===== src/enp_pkg.sv =====
// constants shared by the next-page register bank files
package enp_pkg;
  // direct byte registers of the management port
  localparam logic [7:0] ENP_ADDR_IND_CTRL = 8'h6E;
  localparam logic [7:0] ENP_ADDR_IND_OFFSET = 8'h6F;
  localparam logic [7:0] ENP_ADDR_IND_DATA = 8'hA0;
  // indirect control fields
  localparam int ENP_TABLE_MSB = 7;
  localparam int ENP_TABLE_LSB = 5;
  localparam logic [2:0] ENP_TABLE_EEE = 3'h1;
  localparam int ENP_PORT_MSB = 3;
  localparam int ENP_PORT_LSB = 0;
  localparam logic [3:0] ENP_FIRST_PORT = 4'h3;
  localparam int ENP_NPORT = 2;
  // indirect byte offsets, even offset holds the high byte
  localparam logic [7:0] ENP_OFF_TX_HI = 8'h0E;
  localparam logic [7:0] ENP_OFF_TX_LO = 8'h0F;
  localparam logic [7:0] ENP_OFF_LP_HI = 8'h10;
  localparam logic [7:0] ENP_OFF_LP_LO = 8'h11;
  localparam logic [7:0] ENP_OFF_CAP_HI = 8'h28;
  localparam logic [7:0] ENP_OFF_CAP_LO = 8'h29;
  // codeword bit positions
  localparam int ENP_BIT_MORE = 15;
  localparam int ENP_BIT_ACK = 14;
  localparam int ENP_BIT_MSG = 13;
  localparam int ENP_BIT_COMPLY = 12;
  localparam int ENP_BIT_TOGGLE = 11;
  localparam int ENP_CODE_MSB = 10;
  // reset values
  localparam logic [7:0] ENP_CTRL_RESET = 8'h00;
  localparam logic [7:0] ENP_OFFSET_RESET = 8'h00;
  localparam logic ENP_MORE_RESET = 1'b0;
  localparam logic ENP_MSG_RESET = 1'b1;
  localparam logic ENP_COMPLY_RESET = 1'b0;
  localparam logic [10:0] ENP_CODE_RESET = 11'h000;
  localparam logic [15:0] ENP_LP_RESET = 16'h0000;
  localparam logic [15:0] ENP_CAP_STATUS = 16'h0000;
  // consistent bursts needed before acknowledging
  localparam logic [1:0] ENP_MATCH_NEEDED = 2'h3;
endpackage : enp_pkg


===== src/enp_ind_if.sv =====
// carrier between the indirect access decoder and the port bank
`timescale 1ns/1ps
interface enp_ind_if;
  import enp_pkg::*;
  logic [ENP_NPORT-1:0] port_hit;
  logic [7:0] offset;
  logic wr;
  logic [7:0] wbyte;
  logic [7:0] rd_byte;
  modport decoder (output port_hit, output offset, output wr, output wbyte, input rd_byte);
  modport bank (input port_hit, input offset, input wr, input wbyte, output rd_byte);
endinterface : enp_ind_if


===== src/enp_burst_match.sv =====
// counts consecutive consistent received bursts, ignoring the ack bit
`timescale 1ns/1ps
module enp_burst_match
  import enp_pkg::*;
(
  // clock and reset
  input wire logic ref_clk,
  input wire logic rstn,
  // restart and received codewords
  input wire logic restart,
  input wire logic cw_valid,
  input wire logic [15:0] cw,
  // one pulse when the page is settled, with the page
  output logic match,
  output logic [15:0] page
);
  logic [1:0] count;
  logic same;

  // the ack bit may flip between bursts without breaking the run
  assign same = ({page[15], page[13:0]} == {cw[15], cw[13:0]});

  // --------------------------------------------------------------
  // run counter, saturates after the pulse so it fires once per page
  // --------------------------------------------------------------
  always_ff @(posedge ref_clk or negedge rstn) begin
    if (!rstn) begin
      count <= 2'h0;
      page <= 16'h0000;
      match <= 1'b0;
    end else begin
      match <= 1'b0;
      if (restart) begin
        count <= 2'h0;
      end else if (cw_valid) begin
        page <= cw;
        if (count != 2'h0 && same) begin
          if (count != ENP_MATCH_NEEDED) begin
            count <= count + 2'h1;
            match <= (count + 2'h1 == ENP_MATCH_NEEDED);
          end
        end else begin
          count <= 2'h1;
        end
      end
    end
  end
endmodule : enp_burst_match


===== src/enp_eee_np_regs.sv =====
// per-port next-page register bank for energy-efficient ethernet negotiation
`timescale 1ns/1ps
module enp_eee_np_regs
  import enp_pkg::*;
(
  // clock and reset
  input wire logic ref_clk,
  input wire logic rstn,
  // byte register port
  input wire logic [7:0] reg_addr,
  input wire logic reg_wr,
  input wire logic reg_rd,
  input wire logic [7:0] reg_wdata,
  output logic [7:0] reg_rdata,
  // negotiation events, one lane per port, index 0 is port 3
  input wire logic [ENP_NPORT-1:0] lnk_restart,
  input wire logic [ENP_NPORT-1:0] lnk_base_sent,
  input wire logic [ENP_NPORT-1:0][15:0] lnk_base_cw,
  input wire logic [ENP_NPORT-1:0] lnk_page_sent,
  // received codewords
  input wire logic [ENP_NPORT-1:0] lnk_rx_valid,
  input wire logic [ENP_NPORT-1:0][15:0] lnk_rx_cw,
  // codeword to send and page-received pulse
  output logic [ENP_NPORT-1:0][15:0] lnk_tx_cw,
  output logic [ENP_NPORT-1:0] lnk_page_rx
);
  enp_ind_if ind ();
  logic [ENP_NPORT-1:0][7:0] port_byte;

  // --------------------------------------------------------------
  // indirect access decoder
  // --------------------------------------------------------------
  enp_indirect u_indirect (
    .ref_clk(ref_clk),
    .rstn(rstn),
    .reg_addr(reg_addr),
    .reg_wr(reg_wr),
    .reg_rd(reg_rd),
    .reg_wdata(reg_wdata),
    .reg_rdata(reg_rdata),
    .ind(ind)
  );

  // --------------------------------------------------------------
  // byte view of a port's registers
  // --------------------------------------------------------------
  // unlisted offsets read zero; the capability status stays all clear
  function automatic logic [7:0] pick_byte(input logic [7:0] off, input logic [15:0] tx_reg,
                                           input logic [15:0] lp_reg);
    logic [7:0] b;
    b = 8'h00;
    case (off)
      ENP_OFF_TX_HI: b = tx_reg[15:8];
      ENP_OFF_TX_LO: b = tx_reg[7:0];
      ENP_OFF_LP_HI: b = lp_reg[15:8];
      ENP_OFF_LP_LO: b = lp_reg[7:0];
      ENP_OFF_CAP_HI: b = ENP_CAP_STATUS[15:8];
      ENP_OFF_CAP_LO: b = ENP_CAP_STATUS[7:0];
      default: b = 8'h00;
    endcase
    return b;
  endfunction : pick_byte

  // --------------------------------------------------------------
  // per-port next-page engines
  // --------------------------------------------------------------
  for (genvar p = 0; p < ENP_NPORT; p++) begin : g_port
    logic more_pages_flag;
    logic message_page_flag;
    logic comply_ack;
    logic [10:0] code;
    logic prev_toggle;
    logic ack_flag;
    logic np_phase;
    logic [15:0] partner_next_page;
    logic [15:0] local_next_page_transmit;
    logic match;
    logic [15:0] match_page;
    logic wr_hi;
    logic wr_lo;

    // consistency detector on this port's receive stream
    enp_burst_match u_match (
      .ref_clk(ref_clk),
      .rstn(rstn),
      .restart(lnk_restart[p]),
      .cw_valid(lnk_rx_valid[p]),
      .cw(lnk_rx_cw[p]),
      .match(match),
      .page(match_page)
    );

    // byte writes only land when this port is the selected one
    assign wr_hi = ind.wr && ind.port_hit[p] && (ind.offset == ENP_OFF_TX_HI);
    assign wr_lo = ind.wr && ind.port_hit[p] && (ind.offset == ENP_OFF_TX_LO);

    // software-visible transmit register; ack and toggle are status
    assign local_next_page_transmit = {more_pages_flag, ack_flag, message_page_flag, comply_ack,
                                       ~prev_toggle, code};

    // transmit page fields written by software
    always_ff @(posedge ref_clk or negedge rstn) begin
      if (!rstn) begin
        more_pages_flag <= ENP_MORE_RESET;
        message_page_flag <= ENP_MSG_RESET;
        comply_ack <= ENP_COMPLY_RESET;
        code <= ENP_CODE_RESET;
      end else begin
        if (wr_hi) begin
          more_pages_flag <= ind.wbyte[ENP_BIT_MORE-8];
          message_page_flag <= ind.wbyte[ENP_BIT_MSG-8];
          comply_ack <= ind.wbyte[ENP_BIT_COMPLY-8];
          code[10:8] <= ind.wbyte[ENP_CODE_MSB-8:0];
        end
        if (wr_lo) begin
          code[7:0] <= ind.wbyte;
        end
      end
    end

    // toggle history: base page seeds it, each page sent in the next-page phase advances it
    always_ff @(posedge ref_clk or negedge rstn) begin
      if (!rstn) begin
        prev_toggle <= 1'b0;
      end else if (lnk_base_sent[p]) begin
        prev_toggle <= lnk_base_cw[p][ENP_BIT_TOGGLE];
      end else if (lnk_page_sent[p] && np_phase) begin
        prev_toggle <= ~prev_toggle;
      end
    end

    // next-page phase opens once the base page has gone out
    always_ff @(posedge ref_clk or negedge rstn) begin
      if (!rstn) begin
        np_phase <= 1'b0;
      end else if (lnk_restart[p]) begin
        np_phase <= 1'b0;
      end else if (lnk_base_sent[p]) begin
        np_phase <= 1'b1;
      end
    end

    // acknowledge: a settled page sets it, and that set beats a clear
    always_ff @(posedge ref_clk or negedge rstn) begin
      if (!rstn) begin
        ack_flag <= 1'b0;
      end else if (match) begin
        ack_flag <= 1'b1;
      end else if (lnk_page_sent[p] || lnk_restart[p]) begin
        ack_flag <= 1'b0;
      end
    end

    // partner register only takes pages settled in the next-page phase
    always_ff @(posedge ref_clk or negedge rstn) begin
      if (!rstn) begin
        partner_next_page <= ENP_LP_RESET;
        lnk_page_rx[p] <= 1'b0;
      end else begin
        lnk_page_rx[p] <= match && np_phase;
        if (match && np_phase) begin
          partner_next_page <= match_page;
        end
      end
    end

    // outgoing codeword, registered so the line sees no glitches
    always_ff @(posedge ref_clk or negedge rstn) begin
      if (!rstn) begin
        lnk_tx_cw[p] <= 16'h0000;
      end else begin
        lnk_tx_cw[p] <= local_next_page_transmit;
        lnk_tx_cw[p][ENP_BIT_ACK] <= ack_flag || match;
      end
    end

    // read view for the indirect data register
    assign port_byte[p] = ind.port_hit[p] ?
      pick_byte(ind.offset, local_next_page_transmit, partner_next_page) : 8'h00;
  end

  // --------------------------------------------------------------
  // merge port read bytes; at most one port is selected at a time
  // --------------------------------------------------------------
  always_comb begin
    ind.rd_byte = 8'h00;
    for (int i = 0; i < ENP_NPORT; i++) begin
      ind.rd_byte = ind.rd_byte | port_byte[i];
    end
  end
endmodule : enp_eee_np_regs


===== src/enp_indirect.sv =====
// indirect control, offset and data byte access decoder
`timescale 1ns/1ps
module enp_indirect
  import enp_pkg::*;
(
  // clock and reset
  input wire logic ref_clk,
  input wire logic rstn,
  // register port
  input wire logic [7:0] reg_addr,
  input wire logic reg_wr,
  input wire logic reg_rd,
  input wire logic [7:0] reg_wdata,
  output logic [7:0] reg_rdata,
  // toward the port bank
  enp_ind_if.decoder ind
);
  logic [7:0] ctrl;
  logic [7:0] offset;
  logic table_ok;

  // --------------------------------------------------------------
  // control and offset registers
  // --------------------------------------------------------------
  // plain byte stores; software sets them before touching data
  always_ff @(posedge ref_clk or negedge rstn) begin
    if (!rstn) begin
      ctrl <= ENP_CTRL_RESET;
      offset <= ENP_OFFSET_RESET;
    end else if (reg_wr) begin
      if (reg_addr == ENP_ADDR_IND_CTRL) begin
        ctrl <= reg_wdata;
      end
      if (reg_addr == ENP_ADDR_IND_OFFSET) begin
        offset <= reg_wdata;
      end
    end
  end

  // --------------------------------------------------------------
  // table and port decode
  // --------------------------------------------------------------
  // other tables or ports fall through: writes dropped, reads zero
  assign table_ok = (ctrl[ENP_TABLE_MSB:ENP_TABLE_LSB] == ENP_TABLE_EEE);
  for (genvar p = 0; p < ENP_NPORT; p++) begin : g_hit
    assign ind.port_hit[p] = table_ok &&
      (ctrl[ENP_PORT_MSB:ENP_PORT_LSB] == ENP_FIRST_PORT + 4'(p));
  end
  assign ind.offset = offset;
  assign ind.wr = reg_wr && (reg_addr == ENP_ADDR_IND_DATA);
  assign ind.wbyte = reg_wdata;

  // --------------------------------------------------------------
  // read data, registered one cycle after the strobe
  // --------------------------------------------------------------
  always_ff @(posedge ref_clk or negedge rstn) begin
    if (!rstn) begin
      reg_rdata <= 8'h00;
    end else if (reg_rd) begin
      case (reg_addr)
        ENP_ADDR_IND_CTRL: reg_rdata <= ctrl;
        ENP_ADDR_IND_OFFSET: reg_rdata <= offset;
        ENP_ADDR_IND_DATA: reg_rdata <= ind.rd_byte;
        default: reg_rdata <= 8'h00;
      endcase
    end
  end
endmodule : enp_indirect


===== config.mk =====
export PLATFORM = sky130hd
export DESIGN_NAME = enp_eee_np_regs
export DESIGN_NICKNAME = d
export VERILOG_FILES = /design/src/enp_pkg.sv /design/src/enp_ind_if.sv /design/src/enp_burst_match.sv /design/src/enp_eee_np_regs.sv /design/src/enp_indirect.sv
export SDC_FILE = /design/constraint.sdc
export NUM_CORES = 1
export LEC_CHECK = 0
export BUFFER_PORTS_ARGS = -buffer_cell sky130_fd_sc_hd__buf_2
export CORE_MARGIN = 1
export CORE_UTILIZATION = 50
export CTS_BUF_LIST = sky130_fd_sc_hd__clkbuf_8
export CTS_CLUSTER_SIZE = 8
export DETAILED_ROUTE_END_ITERATION = 8
export GPL_TIMING_DRIVEN = 0
export PLACE_DENSITY = 0.76
export SLEW_MARGIN = 0
export SYNTH_ARGS = -nofsm -noshare
export SYNTH_HDL_FRONTEND = slang
export SYNTH_SLANG_ARGS = --single-unit

===== constraint.sdc =====
create_clock -name ref_clk -period 2.15 [get_ports ref_clk]
set_input_delay 0.5375 -clock ref_clk [delete_from_list [all_inputs] [get_ports ref_clk]]
set_output_delay 0.5375 -clock ref_clk [all_outputs]
set_load 0.05 [all_outputs]

Word-level counts from Yosys, hierarchy flattened
Cells that the tools add are included.

Register bits after elaboration: 162. Output and inout port bits: 42.

Add/subtract/negate cells: 2. Equal/unequal tests: 18. Mux-type cells: 33. Bitwise logic cells: 5. Reduce and logical (&&, ||, !) cells: 35.

Operators with widths (count): one-hot mux 8 bit (4 select lines) (2); equality test 15 bit (2); one-hot mux 8 bit (3 select lines) (1); 2-to-1 mux 1 bit (20); nonzero test 2 bit (10); equality test 8 x 4 -> 1 bit (second input constant) (2); equality test 8 x 5 -> 1 bit (second input constant) (2); equality test 8 x 7 -> 1 bit (second input constant) (2); 2-to-1 mux 2 bit (8); 2-to-1 mux 8 bit (2); logical AND 1 bit (15); AND reduction 2 bit (6); equality test 8 bit (second input constant) (1); OR 8 bit (1); != test 3 bit (second input constant) (2); adder 2 x 1 -> 2 bit (second input constant) (2); equality test 2 bit (second input constant) (2); equality test 4 x 2 -> 1 bit (second input constant) (1); equality test 4 x 3 -> 1 bit (second input constant) (1); logical OR 1 bit (4); != test 2 bit (second input constant) (2); inverter 1 bit (4); equality test 3 x 1 -> 1 bit (second input constant) (1).

Longest topological paths before layout
Depth in word-level cells: 6. Depth in mapped cells: 8. Gate-level depth less buffers: 6.

By module
Synthesis repeated with hierarchy kept, for this count alone.

Cell total of the unflattened synthesis: 497. Area, all modules: 7188.1 um^2.

By module, submodules not included: enp_eee_np_regs (instances 1, cells each 262, area each 4012.6 um^2); enp_burst_match (instances 2, cells each 73, area each 950.9 um^2); enp_indirect (instances 1, cells each 89, area each 1273.7 um^2).

Worst setup path before layout
No wires, ideal clock.

Path kind: input -> register. From: input reg_addr[1]. To: register g_port[1].code[10]. Arrival: 1.930 ns. Data required time: 2.025 ns. Path slack: 0.095 ns. Stages: 4. Path through: nor4bb_1 -> nand4bb_4 -> nor4_4 -> mux2_2.

Longest elaborated chain between the ends: 4.

RTL lines: start: declaration (line enp_eee_np_regs.sv:10) `input wire logic [7:0] reg_addr,`; equality test 8 bit (line enp_indirect.sv:50) `assign ind.wr = reg_wr && (reg_addr == ENP_ADDR_IND_DATA);`; logical AND 1 bit (line enp_indirect.sv:50); logical AND 1 bit (2 in series) (line enp_eee_np_regs.sv:94) `assign wr_hi = ind.wr && ind.port_hit[p] && (ind.offset == ENP_OFF_TX_HI);`; end signal: assignment (line enp_eee_np_regs.sv:113) `code[10:8] <= ind.wbyte[ENP_CODE_MSB-8:0];`; end: declaration (line enp_eee_np_regs.sv:71) `logic [10:0] code;`.

No other way between the ends. A chain may end at the register's enable or synchronous reset.

Worst setup path after layout
From: register u_indirect.ctrl[7]. To: register g_port[0].comply_ack.

Longest elaborated chain between the ends: 4.

RTL lines: start: declaration (line enp_indirect.sv:18) `logic [7:0] ctrl;`; start signal: assignment (line enp_indirect.sv:32) `ctrl <= reg_wdata;`; equality test 3 x 1 -> 1 bit (line enp_indirect.sv:44) `assign table_ok = (ctrl[ENP_TABLE_MSB:ENP_TABLE_LSB] == ENP_TABLE_EEE);`; logical AND 1 bit (line enp_indirect.sv:46) `assign ind.port_hit[p] = table_ok &&`; logical AND 1 bit (2 in series) (line enp_eee_np_regs.sv:94); end signal: assignment (line enp_eee_np_regs.sv:112) `comply_ack <= ind.wbyte[ENP_BIT_COMPLY-8];`; end: declaration (line enp_eee_np_regs.sv:70) `logic comply_ack;`.

No other way between the ends.

==> results.md <==
* Post-DR vias/cell at 5.49
* Warning count from the yosys run at 0
* DRC viols at 0
* Largest net degree at the start of global routing at 107
* Internal power at 4480 µW
* Mapped Cells at 495
* Inserted Clock Buffers at 17
* Final Skew at 0.00953 ns
* Vias in the first global route at 4602
* Seq pwr share at 54.4%
* Area growth from synthesis to layout at 19.5%
* Clock Latency Late Sink at 0.46 ns
* Initial antenna violation count at 0
* Syn nets at 593
* Placer congestion estimate at 0.909
* CP arrival at 2.50 ns
* Flops & latches, synth at 162
* Grt ovf at 0
* Die ar. at 14400 µm²
* Via count at 4471
* Synthesized area per cell at 14.0 µm²
* Pwr Density at 727 nW/µm²
* Final wirelength at 14.7 mm
* Port Buffers at 102
* Width of the die at 120 µm
* Crit end category: flip-flop
* RSZ-0062 raised after global routing: yes
* M1 WL at 6.53 mm
* Peak VDD IR at 0.372 mV
* CTS Buffer Depth at 2
* Worst relative slew slack at 50.4%
* # nets final at 723
* Leak at 0.00396 µW
* DR WL met3 at 768 µm
* Worst r2r path cells at 5
* CP max FO at 4
* Post-DRT Antenna Nets at 0
* Clock transition at path regs at 0.09 ns
* Post-route setup TNS at -0.00888 ns
* Hold Path Class: input port to asynchronous set/reset pin
* Area leader, netlist: dfrtp_1
* Total of max-cap violations at 0
* Synth Cell Area at 6950 µm²
* First-pass GRT wire length at 23.5 mm
* Outcome: finished, violations left
* Final WS setup at -0.00623 ns
* Initial Utilization at 51.8%
* Max Slew Vio Count at 0
* Fin crit share at 100%
* Final setup vio count at 2
* Sequential area share after synthesis at 58.4%
* R2R Path End: g_port[0].comply_ack$_DFFE_PN0P_
* Detailed Routing Iterations Pass 1 at 4
* Final core occ at 61.9%
* CTS Hold Buffers Added at 0
* Worst r2r src: u_indirect.ctrl[7]$_DFFE_PN0P_
* Fin. Hold Viols at 0
* Top Ports at 134
* Synth unique cells at 50
* R2R Setup Slk at -0.006 ns
* Clock power share at 36.0%
* Sw power at 1560 µW
* Wirelength per Cell at 18.1 µm
* Critical Path Start Type: flip-flop
* GRT Total Usage at 21.7%
* DIE HEIGHT at 120 µm
* CTS H-tree depth at 4
* Max frequency at 464 MHz
* Core area at 13400 µm²
* Synth area leaders: dfrtp_1, mux2_2, mux2i_1
* Sw frac at 25.9%
* Tmin final at 2.16 ns
* Failing checks: negative setup slack
* CTS root buf: clkbuf_8
* CTS tree: built
* Worst-Margin Slew at 0.734 ns
* Sink Count at 162
* Area post-placement at 7710 µm²
* Top Metal Used: met4
* Worst Path Class, Setup: flip-flop to flip-flop
* Min Hold Slack at 0.0263 ns
* Combinational share of power at 9.6%
* Top cell type's share of synthesized area at 57.6%
* Initial drt markers at 222
* Design area at 8300 µm²
* Metal2 WL at 7.10 mm
* Tot Pwr at 6040 µW
* Share of cells above drive strength 1 at 45.5%
* Hpwl dp at 10.6 mm
* Worst EP required at 2.49 ns
* Placement row count at 42
* N_diodes at 0
[how the worst max path moves through the flow]
| stage | start | end | cells after the start |
|---|---|---|---|
| 2_1_floorplan | reg_addr[1] | g_port[1].code[10]$_DFFE_PN0P_ | 4 |
| 3_3_place_gp | rstn | g_port[1].u_match.page[4]$_DFFE_PN0P_ | 1 |
| 3_5_place_dp | reg_addr[4] | u_indirect.ind.offset[5]$_DFFE_PN0P_ | 5 |
| 4_1_cts | u_indirect.ind.offset[3]$_DFFE_PN0P_ | u_indirect.reg_rdata[0]$_DFFE_PN0P_ | 7 |
| 5_1_grt | u_indirect.ctrl[7]$_DFFE_PN0P_ | g_port[0].comply_ack$_DFFE_PN0P_ | 5 |
| 6_report | u_indirect.ctrl[7]$_DFFE_PN0P_ | g_port[0].comply_ack$_DFFE_PN0P_ | 5 |
[cell usage after synthesis, drive strengths merged]
library cell	number
inv	11
nand4	5
or4b	2
nand4b	1
a21oi	4
o22a	1
xnor2	14
buf	9
dfrtp	160
and2	1
or3b	1
nand4bb	1
or3	1
a211o	1
clkbuf	8
mux2i	30
o211ai	7
o21ai	5
nor2	10
a211oi	2
ha	6
a22oi	15
nand3b	1
or2	5
nor4	9
nor4b	2
and4b	1
or4	1
nand2	14
nand2b	4
nand3	1
nor3	5
dfstp	2
a21o	3
o21a	7
a2bb2oi	1
mux2	109
a22o	1
xor2	18
nor4bb	1
o22ai	14
nor2b	1
[layer usage]
metal | vias to the layer above | global-route usage, %
li1 | 2067 | -
met1 | 2251 | 29.0
met2 | 131 | 34.5
met3 | 22 | 4.42
met4 | 0 | 9.22
met5 | - | 0
[power by group through the flow]
stage | clock (µW) | combinational (µW) | sequential (µW)
finish | 2170 | 579 | 3290
global placement | 0 | 538 | 3340
floorplan | 0 | 290 | 3360
detailed placement | 0 | 564 | 3350
global route | 2340 | 634 | 3310
CTS | 2220 | 571 | 3290
[state kept, by name, summed over array words and instances, names as in the netlist, 4 cells and up]
register                  count
g_port.u_match.count          4
u_indirect.ind.offset         8
g_port.code                  22
lnk_tx_cw                    32
g_port.u_match.page          32
u_indirect.reg_rdata          8
u_indirect.ctrl               8
g_port.partner_next_page     32
[critical path, cell delays in order (launching register included)]
cell       delay, ns
dfrtp_1         0.40
or4b_4          0.57
nand4bb_4       0.31
nor4_4          0.24
buf_4           0.21
mux2_4          0.30
[metrics by stage]
stage	setup WS (ns)	instances
floorplan	0.0952	495
global placement	-1.73	773
detailed placement	-0.455	774
CTS	0.00338	811
global route	-0.0996	814
finish	-0.00623	814
[final cells by class]
class / count / area, µm²
fillers: 1023 / 5100
flip-flops and latches: 162 / 4060
multi-input cells: 305 / 2890
repair buffers: 111 / 608
clock buffers: 17 / 234
well taps: 176 / 220
clock inverters: 15 / 159
plain buffers: 17 / 92.6
inverters: 11 / 41.3
[cell families (layout without fill, tap and decap cells)]
| logic type | Yosys count | after routing | synth area share, % |
|---|---|---|---|
| compound gates | 61 | 61 | 6.09 |
| xor+xnor | 32 | 32 | 4.04 |
| fa+ha+maj | 6 | 6 | 1.08 |
| buf+inv | 28 | 171 | 1.60 |
| flops | 162 | 162 | 58.4 |
| mux | 139 | 139 | 22.0 |
| simple gates | 67 | 67 | 6.79 |
[what timing repair did]
| item | in CTS | in global routing |
|---|---|---|
| endpoints found under the setup margin | 36 | 49 |
| buffers inserted | 5 | 3 |
| gates resized for setup | 7 | 27 |
| pin swaps | 6 | 9 |
| gates cloned | 0 | 0 |
[cells in the final DEF, fill, tap and decap left out, types with 3 or more instances in the layout]
cell	synthesis	final
xor2_1	18	18
nand2b_1	4	4
nor4_1	6	5
o21a_1	7	7
nand2_1	12	12
dfrtp_1	160	160
buf_4	0	7
o22ai_1	14	7
o211ai_1	7	7
nor3_2	4	3
or2_2	5	5
clkinvlp_4	0	6
a21oi_1	4	4
o22ai_2	0	7
clkbuf_1	8	6
a21o_1	3	3
ha_1	6	6
mux2_4	0	6
inv_1	11	11
nor4_4	2	3
nor2_1	10	10
nand4_1	5	5
mux2_2	108	102
buf_6	0	4
a22oi_1	15	15
xnor2_1	14	14
inv_6	0	4
clkbuf_8	0	17
buf_2	5	104
o21ai_0	5	5
mux2i_1	30	30
Note: power is estimated with default switching activity, not from simulation.
